`src/core/stepper_params.svh`:
```
// constants for the serial stepper command block
`ifndef STEPPER_PARAMS_SVH
`define STEPPER_PARAMS_SVH

// serial word framing
`define WORD_BITS 6'h20
`define BIT_COUNT_RST 6'h00
`define BIT_COUNT_ONE 6'h01
`define CFG_SENSE_BIT 12
`define CFG_GAIN_BIT 13
`define CFG_USED_MASK 32'h0000_3000
`define MOTOR_ZERO_MASK 32'h0000_0023
`define WORD_RST 32'h0000_0000

// timing
`define CLK_MHZ 125
`define OPEN_LOAD_TIME_US 200
`define OPEN_WAIT_W 16
`define OPEN_WAIT_RST 16'h0000
`define OPEN_WAIT_ONE 16'h0001

// applied-setting reset values
`define RST_CURRENT 10'h000
`define RST_TORQUE 3'h0
`define RST_DECAY 2'h0
`define RST_PCT 7'h64
`define STEP_W 8
`define STEP_RST 8'h00
`define STEP_ONE 8'h01

// torque code to percent
`define TQ_PCT_0 7'h64
`define TQ_PCT_1 7'h55
`define TQ_PCT_2 7'h46
`define TQ_PCT_3 7'h3c
`define TQ_PCT_4 7'h32
`define TQ_PCT_5 7'h28
`define TQ_PCT_6 7'h19
`define TQ_PCT_7 7'h0a
`define PCT_DIVISOR 17'h00064

// synchronised pin indices
`define NUM_IN 13
`define IN_SCLK 0
`define IN_SDATA 1
`define IN_LATCH 2
`define IN_BANK 3
`define IN_IFSEL 4
`define IN_STBY_N 5
`define IN_SUPPLY 6
`define IN_THERMAL 7
`define IN_OVERCUR 8
`define IN_CHARGE_A 9
`define IN_CHARGE_B 10
`define IN_THRESH_A 11
`define IN_THRESH_B 12
`define IN_RST 13'h0000

`endif

```
`src/core/stepper_pkg.sv`:
```
// types shared by the serial stepper command block
package stepper_pkg;
  typedef logic [9:0] current_code_t;
  typedef logic [6:0] pct_t;

  typedef enum logic [1:0] {
    ST_IDLE = 2'b00,
    ST_CONFIG = 2'b01,
    ST_DRIVE = 2'b10
  } drive_state_e;

  // motor-control word, most significant field first
  typedef struct packed {
    current_code_t current_b;
    logic polarity_b;
    logic [1:0] decay_b;
    current_code_t current_a;
    logic polarity_a;
    logic [1:0] decay_a;
    logic zero_d5;
    logic [2:0] torque_code;
    logic [1:0] zero_d1_d0;
  } motor_word_s;
endpackage

```
`src/core/open_load_if.sv`:
```
// carrier between the top and one open-load detector
`timescale 1ns/10ps
interface open_load_if;
  logic charge;
  logic threshold;
  logic open_load;
  modport det (input charge, input threshold, output open_load);
  modport top (output charge, output threshold, input open_load);
endinterface

```
`src/core/open_load_detect.sv`:
```
// open-load detector for one bridge channel
`timescale 1ns/10ps
`include "stepper_params.svh"
module open_load_detect
  import stepper_pkg::*;
#(
  parameter int unsigned WAIT_CYCLES = `OPEN_LOAD_TIME_US * `CLK_MHZ
) (
  input wire logic clk,
  input wire logic rst,
  open_load_if.det ch
);
  localparam logic [`OPEN_WAIT_W-1:0] LIMIT = WAIT_CYCLES[`OPEN_WAIT_W-1:0];

  logic charge_prev_ff;
  logic [`OPEN_WAIT_W-1:0] wait_ff;
  logic seen_ff;
  logic flag_ff;
  logic charge_rise;
  logic charge_fall;

  assign charge_rise = ch.charge & ~charge_prev_ff;
  assign charge_fall = ~ch.charge & charge_prev_ff;
  assign ch.open_load = flag_ff;

  // edge memory of the charge phase
  always_ff @(posedge clk or posedge rst) begin
    if (rst) begin
      charge_prev_ff <= 1'b0;
    end else begin
      charge_prev_ff <= ch.charge;
    end
  end

  // time since charge start, stops once the threshold is seen
  always_ff @(posedge clk or posedge rst) begin
    if (rst) begin
      wait_ff <= `OPEN_WAIT_RST;
    end else if (charge_rise) begin
      wait_ff <= `OPEN_WAIT_RST;
    end else if (ch.charge && !seen_ff && wait_ff != LIMIT) begin
      wait_ff <= wait_ff + `OPEN_WAIT_ONE;
    end
  end

  // threshold seen during the current charge phase
  always_ff @(posedge clk or posedge rst) begin
    if (rst) begin
      seen_ff <= 1'b0;
    end else if (charge_rise) begin
      seen_ff <= ch.threshold;
    end else if (ch.charge && ch.threshold) begin
      seen_ff <= 1'b1;
    end
  end

  // flag on timeout, release at charge end after threshold
  always_ff @(posedge clk or posedge rst) begin
    if (rst) begin
      flag_ff <= 1'b0;
    end else if (ch.charge && !seen_ff && !ch.threshold && wait_ff == LIMIT) begin
      flag_ff <= 1'b1;
    end else if (charge_fall && seen_ff) begin
      flag_ff <= 1'b0;
    end
  end

  // ************************************************************
  // checks
  // ************************************************************
  a_open_set_time: assert property (@(posedge clk) disable iff (rst)
    $rose(flag_ff) |-> $past(wait_ff) == LIMIT && !$past(seen_ff))
    else $error("open load flagged before the wait elapsed");
  a_open_release: assert property (@(posedge clk) disable iff (rst)
    $fell(flag_ff) |-> $past(charge_fall) && $past(seen_ff))
    else $error("open load released outside a charge end");
endmodule // open_load_detect

```
`src/core/stepper_serial_top.sv`:
```
// serial command interface and fault flags of a two-channel stepper driver
// Operation
// - with interface select high, 32-bit serial words configure and drive the motor.
// - bank-select low means configuration word, high means motor-control word.
// - serial currents wait pending and reach the bridge only on latch.
// - configuration D12 picks sense method, D13 reference gain; other bits zero.
// - motor word fields: torque, decay, polarity and current code per channel.
// - every accepted motor command advances the step count by exactly one; refused words leave it.
// - polarity 0 drives current minus, polarity 1 drives current plus.
// - current limit scales as code over 1023 times torque percent.
// - torque code maps 100, 85, 70, 60, 50, 40, 25, 10 percent.
// - both fault flags are open drain, floating normal, pulled low on fault.
// - flag1 low is open load, flag0 low overcurrent, both thermal.
// - thermal and overcurrent latch; open load clears on its own.
// - latched faults release on motor supply return or standby.
// - open load flagged when threshold is missed 200 us after charge start.
// - open load never stops the outputs or enters standby.
// - open load releases at charge end after the threshold is reached.
// - standby low stops oscillator and output stage; high is normal.
// - sense select 0 is internal detection, 1 external sense resistor.
// - gain select 0 is one fifth, 1 is one tenth.
// - decay code picks 37.5 percent, 50 percent, fast only or adaptive.
`timescale 1ns/10ps
`include "stepper_params.svh"
module stepper_serial_top
  import stepper_pkg::*;
#(
  parameter int unsigned OPEN_WAIT_CYCLES = `OPEN_LOAD_TIME_US * `CLK_MHZ
) (
  input wire logic clk,
  input wire logic rst,
  input wire logic if_sel,
  input wire logic bank_sel,
  input wire logic serial_clk,
  input wire logic serial_data,
  input wire logic latch,
  input wire logic standby_n,
  input wire logic motor_supply,
  input wire logic thermal_shutdown_fault,
  input wire logic overcurrent_fault,
  input wire logic charge_phase_a,
  input wire logic charge_phase_b,
  input wire logic current_threshold_reached_a,
  input wire logic current_threshold_reached_b,
  output logic sense_method_select,
  output logic gain_select,
  output logic [6:0] torque_percent,
  output logic [1:0] decay_a,
  output logic polarity_a,
  output logic [9:0] current_code_a,
  output logic [9:0] current_limit_a,
  output logic [1:0] decay_b,
  output logic polarity_b,
  output logic [9:0] current_code_b,
  output logic [9:0] current_limit_b,
  output logic bridge_enable,
  output logic osc_enable,
  output logic [`STEP_W-1:0] step_count,
  output logic fault_flag0_o,
  output logic fault_flag0_oe,
  output logic fault_flag1_o,
  output logic fault_flag1_oe
);

  // ************************************************************
  // pin synchronisers
  // ************************************************************
  logic [`NUM_IN-1:0] pins;
  logic [`NUM_IN-1:0] s1_ff;
  logic [`NUM_IN-1:0] s2_ff;
  logic [`NUM_IN-1:0] s3_ff;
  logic [`NUM_IN-1:0] flt_ff;
  logic [`NUM_IN-1:0] prev_ff;

  assign pins = {current_threshold_reached_b, current_threshold_reached_a, charge_phase_b,
                 charge_phase_a, overcurrent_fault, thermal_shutdown_fault, motor_supply,
                 standby_n, if_sel, bank_sel, latch, serial_data, serial_clk};

  // three-stage capture, filtered level moves when stages two and three agree
  always_ff @(posedge clk or posedge rst) begin
    if (rst) begin
      s1_ff <= `IN_RST;
      s2_ff <= `IN_RST;
      s3_ff <= `IN_RST;
      flt_ff <= `IN_RST;
      prev_ff <= `IN_RST;
    end else begin
      s1_ff <= pins;
      s2_ff <= s1_ff;
      s3_ff <= s2_ff;
      flt_ff <= (~(s2_ff ^ s3_ff) & s2_ff) | ((s2_ff ^ s3_ff) & flt_ff);
      prev_ff <= flt_ff;
    end
  end

  logic sclk_rise;
  logic latch_rise;
  logic supply_rise;
  logic serial_on;
  logic standby;
  logic bank_high;

  assign sclk_rise = flt_ff[`IN_SCLK] & ~prev_ff[`IN_SCLK];
  assign latch_rise = flt_ff[`IN_LATCH] & ~prev_ff[`IN_LATCH];
  assign supply_rise = flt_ff[`IN_SUPPLY] & ~prev_ff[`IN_SUPPLY];
  assign serial_on = flt_ff[`IN_IFSEL];
  assign standby = ~flt_ff[`IN_STBY_N];
  assign bank_high = flt_ff[`IN_BANK];

  // ************************************************************
  // serial shifter
  // ************************************************************
  logic [31:0] shift_ff;
  logic [5:0] count_ff;
  logic word_full;

  assign word_full = (count_ff == `WORD_BITS);

  // shift D0 first; count saturates at a full word
  always_ff @(posedge clk or posedge rst) begin
    if (rst) begin
      shift_ff <= `WORD_RST;
      count_ff <= `BIT_COUNT_RST;
    end else if (standby || !serial_on || latch_rise) begin
      count_ff <= `BIT_COUNT_RST;
    end else if (sclk_rise) begin
      shift_ff <= {flt_ff[`IN_SDATA], shift_ff[31:1]};
      if (!word_full) begin
        count_ff <= count_ff + `BIT_COUNT_ONE;
      end
    end
  end

  logic word_take;
  logic cfg_take;
  logic mot_take;

  // a full word taken on latch, routed by bank level, reserved bits zero
  assign word_take = latch_rise && word_full && serial_on && !standby;
  assign cfg_take = word_take && !bank_high && ((shift_ff & ~`CFG_USED_MASK) == `WORD_RST);
  assign mot_take = word_take && bank_high && ((shift_ff & `MOTOR_ZERO_MASK) == `WORD_RST);

  // ************************************************************
  // configuration
  // ************************************************************
  // sense method and reference gain from the configuration word
  always_ff @(posedge clk or posedge rst) begin
    if (rst) begin
      sense_method_select <= 1'b0;
      gain_select <= 1'b0;
    end else if (cfg_take) begin
      sense_method_select <= shift_ff[`CFG_SENSE_BIT];
      gain_select <= shift_ff[`CFG_GAIN_BIT];
    end
  end

  // ************************************************************
  // pending and applied motor settings
  // ************************************************************
  motor_word_s pending_ff;
  logic apply_ff;

  // currents held pending, applied two cycles after the latch
  always_ff @(posedge clk or posedge rst) begin
    if (rst) begin
      pending_ff <= motor_word_s'(`WORD_RST);
      apply_ff <= 1'b0;
    end else begin
      apply_ff <= mot_take && !standby;
      if (mot_take) begin
        pending_ff <= motor_word_s'(shift_ff);
      end
    end
  end

  logic [2:0] torque_code_ff;

  // bridge settings move only on an applied command
  always_ff @(posedge clk or posedge rst) begin
    if (rst) begin
      torque_code_ff <= `RST_TORQUE;
      decay_a <= `RST_DECAY;
      polarity_a <= 1'b0;
      current_code_a <= `RST_CURRENT;
      decay_b <= `RST_DECAY;
      polarity_b <= 1'b0;
      current_code_b <= `RST_CURRENT;
    end else if (apply_ff) begin
      torque_code_ff <= pending_ff.torque_code;
      decay_a <= pending_ff.decay_a;
      polarity_a <= pending_ff.polarity_a;
      current_code_a <= pending_ff.current_a;
      decay_b <= pending_ff.decay_b;
      polarity_b <= pending_ff.polarity_b;
      current_code_b <= pending_ff.current_b;
    end
  end

  // one step per applied command
  always_ff @(posedge clk or posedge rst) begin
    if (rst) begin
      step_count <= `STEP_RST;
    end else if (apply_ff) begin
      step_count <= step_count + `STEP_ONE;
    end
  end

  // ************************************************************
  // torque and current limit
  // ************************************************************
  function automatic pct_t pct_of(input logic [2:0] code);
    pct_t p;
    p = `TQ_PCT_0;
    unique case (code)
      3'h0: p = `TQ_PCT_0;
      3'h1: p = `TQ_PCT_1;
      3'h2: p = `TQ_PCT_2;
      3'h3: p = `TQ_PCT_3;
      3'h4: p = `TQ_PCT_4;
      3'h5: p = `TQ_PCT_5;
      3'h6: p = `TQ_PCT_6;
      3'h7: p = `TQ_PCT_7;
    endcase
    return p;
  endfunction

  function automatic current_code_t scale(input current_code_t code, input pct_t pct);
    logic [16:0] prod;
    logic [16:0] quot;
    prod = {7'h00, code} * {10'h000, pct};
    quot = prod / `PCT_DIVISOR;
    return quot[9:0];
  endfunction

  // percent and full-scale fraction registered toward the DACs
  always_ff @(posedge clk or posedge rst) begin
    if (rst) begin
      torque_percent <= `RST_PCT;
      current_limit_a <= `RST_CURRENT;
      current_limit_b <= `RST_CURRENT;
    end else begin
      torque_percent <= pct_of(torque_code_ff);
      current_limit_a <= scale(current_code_a, torque_percent);
      current_limit_b <= scale(current_code_b, torque_percent);
    end
  end

  // ************************************************************
  // drive state
  // ************************************************************
  drive_state_e state_ff;
  drive_state_e nxt_state;

  // configured, then driving after the first motor command
  always_comb begin
    nxt_state = state_ff;
    unique case (state_ff)
      ST_IDLE: begin
        if (apply_ff) begin
          nxt_state = ST_DRIVE;
        end else if (cfg_take) begin
          nxt_state = ST_CONFIG;
        end
      end
      ST_CONFIG: begin
        if (apply_ff) begin
          nxt_state = ST_DRIVE;
        end
      end
      ST_DRIVE: begin
        if (standby) begin
          nxt_state = ST_CONFIG;
        end
      end
      default: nxt_state = ST_IDLE;
    endcase
  end

  // state register and output-stage enables
  always_ff @(posedge clk or posedge rst) begin
    if (rst) begin
      state_ff <= ST_IDLE;
      bridge_enable <= 1'b0;
      osc_enable <= 1'b0;
    end else begin
      state_ff <= nxt_state;
      bridge_enable <= (nxt_state == ST_DRIVE) && !standby;
      osc_enable <= !standby;
    end
  end

  // ************************************************************
  // faults and flags
  // ************************************************************
  open_load_if ol_a();
  open_load_if ol_b();

  assign ol_a.charge = flt_ff[`IN_CHARGE_A];
  assign ol_a.threshold = flt_ff[`IN_THRESH_A];
  assign ol_b.charge = flt_ff[`IN_CHARGE_B];
  assign ol_b.threshold = flt_ff[`IN_THRESH_B];

  // both channels watched
  open_load_detect #(.WAIT_CYCLES(OPEN_WAIT_CYCLES)) u_open_a (
    .clk(clk),
    .rst(rst),
    .ch(ol_a)
  );
  open_load_detect #(.WAIT_CYCLES(OPEN_WAIT_CYCLES)) u_open_b (
    .clk(clk),
    .rst(rst),
    .ch(ol_b)
  );

  logic open_load_fault;
  logic thermal_latch_ff;
  logic overcur_latch_ff;

  assign open_load_fault = ol_a.open_load | ol_b.open_load;

  // sticky faults: standby clears, a new fault beats a supply return
  always_ff @(posedge clk or posedge rst) begin
    if (rst) begin
      thermal_latch_ff <= 1'b0;
      overcur_latch_ff <= 1'b0;
    end else if (standby) begin
      thermal_latch_ff <= 1'b0;
      overcur_latch_ff <= 1'b0;
    end else begin
      if (flt_ff[`IN_THERMAL]) begin
        thermal_latch_ff <= 1'b1;
      end else if (supply_rise) begin
        thermal_latch_ff <= 1'b0;
      end
      if (flt_ff[`IN_OVERCUR]) begin
        overcur_latch_ff <= 1'b1;
      end else if (supply_rise) begin
        overcur_latch_ff <= 1'b0;
      end
    end
  end

  // open-drain encoding; enable high pulls the pin low
  always_ff @(posedge clk or posedge rst) begin
    if (rst) begin
      fault_flag0_o <= 1'b0;
      fault_flag1_o <= 1'b0;
      fault_flag0_oe <= 1'b0;
      fault_flag1_oe <= 1'b0;
    end else begin
      fault_flag0_o <= 1'b0;
      fault_flag1_o <= 1'b0;
      fault_flag0_oe <= !standby && (thermal_latch_ff || overcur_latch_ff);
      fault_flag1_oe <= !standby && (thermal_latch_ff || (!overcur_latch_ff && open_load_fault));
    end
  end

  // ************************************************************
  // checks
  // ************************************************************
  a_cfg_sense_apply: assert property (@(posedge clk) disable iff (rst)
    cfg_take |=> sense_method_select == $past(shift_ff[`CFG_SENSE_BIT]))
    else $error("sense select not taken from configuration word");
  a_latch_to_bridge: assert property (@(posedge clk) disable iff (rst)
    mot_take && !standby ##1 !standby |=> current_code_b == $past(pending_ff.current_b))
    else $error("current not applied two cycles after latch");
  a_current_held: assert property (@(posedge clk) disable iff (rst)
    !$past(apply_ff) |-> $stable(current_code_a) && $stable(polarity_a))
    else $error("bridge current changed without a latch");
  a_step_once: assert property (@(posedge clk) disable iff (rst)
    apply_ff |=> step_count == $past(step_count) + `STEP_ONE)
    else $error("step count did not advance by one");
  a_torque_map: assert property (@(posedge clk) disable iff (rst)
    torque_code_ff == 3'h6 |=> torque_percent == `TQ_PCT_6)
    else $error("torque code six not mapped to 25 percent");
  a_limit_scale: assert property (@(posedge clk) disable iff (rst)
    current_code_a == 10'h3ff && torque_percent == `TQ_PCT_4 |=> current_limit_a == 10'h1ff)
    else $error("current limit not scaled by torque");
  a_thermal_flags: assert property (@(posedge clk) disable iff (rst)
    thermal_latch_ff && !standby |=> fault_flag0_oe && fault_flag1_oe)
    else $error("thermal fault not shown on both flags");
  a_fault_sticky: assert property (@(posedge clk) disable iff (rst)
    overcur_latch_ff && !standby && !supply_rise |=> overcur_latch_ff)
    else $error("overcurrent latch dropped without release");
  a_standby_off: assert property (@(posedge clk) disable iff (rst)
    standby |=> !bridge_enable && !osc_enable && !fault_flag0_oe && !fault_flag1_oe)
    else $error("standby left outputs or flags active");
  a_serial_gate: assert property (@(posedge clk) disable iff (rst)
    !serial_on |=> count_ff == `BIT_COUNT_RST)
    else $error("serial bits counted with interface select low");

  c_cfg_taken: cover property (@(posedge clk) disable iff (rst) cfg_take);
  c_drive_on: cover property (@(posedge clk) disable iff (rst) $rose(bridge_enable));
  c_open_flag: cover property (@(posedge clk) disable iff (rst)
    $rose(fault_flag1_oe) && !fault_flag0_oe);
  c_thermal_flag: cover property (@(posedge clk) disable iff (rst) thermal_latch_ff);
endmodule // stepper_serial_top

```
`config.mk`:
```
export PLATFORM = sky130hd
export DESIGN_NAME = stepper_serial_top
export DESIGN_NICKNAME = d
export VERILOG_FILES = /design/src/core/stepper_pkg.sv /design/src/core/open_load_if.sv /design/src/core/open_load_detect.sv /design/src/core/stepper_serial_top.sv
export VERILOG_INCLUDE_DIRS = /design/src /design/src/core
export SDC_FILE = /design/constraint.sdc
export NUM_CORES = 1
export LEC_CHECK = 0
export ABC_AREA = 1
export BUFFER_PORTS_ARGS = -buffer_cell sky130_fd_sc_hd__buf_2
export CAP_MARGIN = 20
export CORE_ASPECT_RATIO = 0.7
export CORE_MARGIN = 5
export CORE_UTILIZATION = 68
export DETAILED_ROUTE_END_ITERATION = 16
export GPL_TIMING_DRIVEN = 0
export PLACE_DENSITY = 0.92
export SYNTH_ARGS = -nofsm -noshare
export SYNTH_HDL_FRONTEND = slang
export SYNTH_SLANG_ARGS = --single-unit
```
`constraint.sdc`:
```
create_clock -name clk -period 17.2 [get_ports clk]
set_input_delay 5.16 -clock clk [delete_from_list [all_inputs] [get_ports clk]]
set_output_delay 5.16 -clock clk [all_outputs]
set_load 0.05 [all_outputs]
```
==> run metrics <==
vias in the first global route=14.5k; Yosys reg bits=235; # IOs=84; main combinational cell family by area after synthesis=simple AND/OR/NAND/NOR gates; Post-Synth XOR/XNOR Area=1.77%; placed inst area=0.0179 mm2; H-tree Lvls=1; final critical-path share of the clock period=56.2%; Core Rows=48; outcome=completed; Clock Sink Count=235; Most used DFF post-synth=dfrtp_1; sequential share of the synthesized area=34.6%; crit path kind=flip-flop to flip-flop; clk slew on worst S/H paths=0.06 ns; Compound-Gate Fraction of Synth Area=6.84%; Die Wd=199 um; final hold slack=0.348 ns; Die H=142 um; max_slew headroom=53.5%; maxcap violations=0; most common cell after layout, fill and taps aside=nand2_1; crit-path most repeated cell=nand2_1; largest net degree at the start of global routing=141; Die ar.=0.0284 mm2; most frequent cells in the layout=590 x nand2_1, 418 x inv_1, 232 x dfrtp_1; # Post-CTS Setup Buffers=0; Syn. warnings=0; Worst-Margin Slew=0.692 ns; Hold Fails Final Rpt=0; layout cell share with drive strength beyond 1=14.6%; Worst Path Max Fanout=10; initial antenna violation count=0; Worst path slowest cell=fa_1; post-synthesis mux area share=0.0661%; routed len/inst=15.2 um; drt first pass iters=6; CTS tree=built; number of enable flip-flop cells after synthesis=0; grt total ovfl=0; Worst Hold Class=flip-flop to flip-flop; Mapped Cells=2204; Slew Limit Fails=0; CTS Hold Bufs=0; worst path arrival time=10.08 ns; Adder-Cell Fraction of Synth Area=15.9%; number of vias per cell=5.59; n_diodes=0; Residual DRC=0; initial DRC count=1288; Netlist cell types=54; maximum vdd ir drop=97.6 uV; DR vias=14.8k; minimum clock period=9.66 ns; Total GRT Usage=28.9%; Setup crit end kind=flip-flop; Peak Freq=104 MHz; IO buf count=81; CTS resizes=0; WP data required=17.62 ns; Pwr Density=62.5 mW/mm2; Post-Syn Area=0.0170 mm2; Layout Nets=2486; pre-CTS setup slack=7.94 ns; first-pass GRT wire length=68500 um; Longest Clk Path Bufs=3; CP Launch Type=flip-flop; final std cell area, no fill=0.0186 mm2; Leak Pwr=11.1 nW; clk root buf=clkbuf_16; dpl hpwl=29700 um; skew final=0.0269 ns; utilization after layout=75.5%; post-route ant nets=0; Mean Syn Cell Area=7.72 um2; Area Growth Syn to Fin=9.44%; Clock Latency Late Sink=0.54 ns; drt total wl=40400 um; final weighted congestion in routability-driven placement=0.909; effective utilization at floorplan=69.0%; simple-gate share of the synthesized area=29.6%; Async SR Flop Fraction=100%; final setup margin=7.54 ns; RSZ-0062 raised after global routing=false; final setup fails=0; total CTS buffers=23; Placeable Area=0.0247 mm2; Worst path max stage delay=0.58 ns; Setup TNS Final=0 ns
-- layout make-up --
class,instances,area [um2]
fillers,1645,6050
plain buffers,55,226
inverters,445,1690
well taps,325,407
repair buffers,82,433
multi-input cells,1470,9230
clock inverters,13,143
flip-flops and latches,235,5880
clock buffers,28,614
-- report_power, final --
part / total [mW] / internal, mW / leakage, nW / switching, mW
Combinational: 0.0621 / 0.0179 / 7.57 / 0.0442
Clock: 0.515 / 0.288 / 0.373 / 0.226
Sequential: 0.587 / 0.573 / 3.12 / 0.0139
-- state kept, by name, summed over array words and instances (netlist names), 13 cells and up, named ones only --
| signal | cells |
|---|---|
| shift_ff | 32 |
| pending_ff | 29 |
| u_open_a.wait_ff | 16 |
| u_open_b.wait_ff | 16 |
| s1_ff | 13 |
| s2_ff | 13 |
| s3_ff | 13 |
-- synth_stat cells (5+ instances only) --
library cell	count	area share (%)
nand4_1	38	1.4
o21ai_1	15	0.44
ha_1	81	6.0
nor2_2	12	0.44
xor2_1	17	0.87
nand3_2	16	0.94
nor2_4	10	0.66
xnor2_1	10	0.51
nand3_4	5	0.51
clkbuf_1	40	0.88
o21ai_2	6	0.31
inv_2	23	0.51
clkbuf_2	10	0.29
nand3_1	110	3.2
nor4_1	7	0.26
nand4_2	8	0.59
a21oi_1	57	1.7
nor2_1	101	2.2
fa_1	78	9.2
nand2_4	25	1.7
dfrtp_1	232	34
inv_1	419	9.2
nand2_1	590	13
nor3_1	26	0.76
nand2_2	85	3.1
o21ai_0	114	3.4
maj3_1	13	0.76
-- cell families (layout without fill, tap and decap cells) --
kind of cell / Yosys count / count (layout)
AO/OA/AOI/OAI: 215 / 215
XOR/XNOR: 31 / 31
adder cells (fa/ha/maj): 172 / 172
buffers and inverters: 500 / 623
flip-flops: 235 / 235
multiplexers: 1 / 1
other: 1 / 2
AND/OR/NAND/NOR: 1049 / 1049
-- stage by stage --
stage               power (mW)  instances
floorplan                0.637       2205
global placement         0.651       2611
detailed placement       0.657       2612
CTS                       1.17       2653
global route              1.21       2653
finish                    1.16       2653
-- path summary, 6_finish.rpt --
kind / cells past startpoint / slack, ns / to / startpoint
setup reg to reg: 57 / 7.54 / current_limit_b[0] / torque_percent[5]
hold / removal: 0 / 0.35 / s2_ff[5] / s1_ff[5]
max in group asynchronous: 3 / 11.35 / shift_ff[28] / rst
hold reg to reg: 0 / 0.35 / s2_ff[5] / s1_ff[5]
min in group asynchronous: 2 / 4.74 / u_open_b.wait_ff[9] / rst
setup / recovery: 57 / 7.54 / current_limit_b[0] / torque_percent[5]
-- metal layers --
| metal | routed length [um] | vias up | track usage [%] |
|---|---|---|---|
| li1 | - | 7000 | - |
| met1 | 16700 | 6995 | 39.0 |
| met2 | 19200 | 701 | 48.6 |
| met3 | 3230 | 129 | 4.52 |
| met4 | 1240 | 0 | 9.06 |
| met5 | 0 | - | 0 |
-- worst max-delay path, delay by kind of cell, from the launching register on --
family,cells,cell delay (ns)
DFF,1,0.54
buffers and inverters,5,0.76
AOI/OAI and AO/OA,7,1.17
adders and majority gates,5,2.47
and+or+nand+nor,40,4.60
No activity file was read; power rests on OpenSTA's default activity.
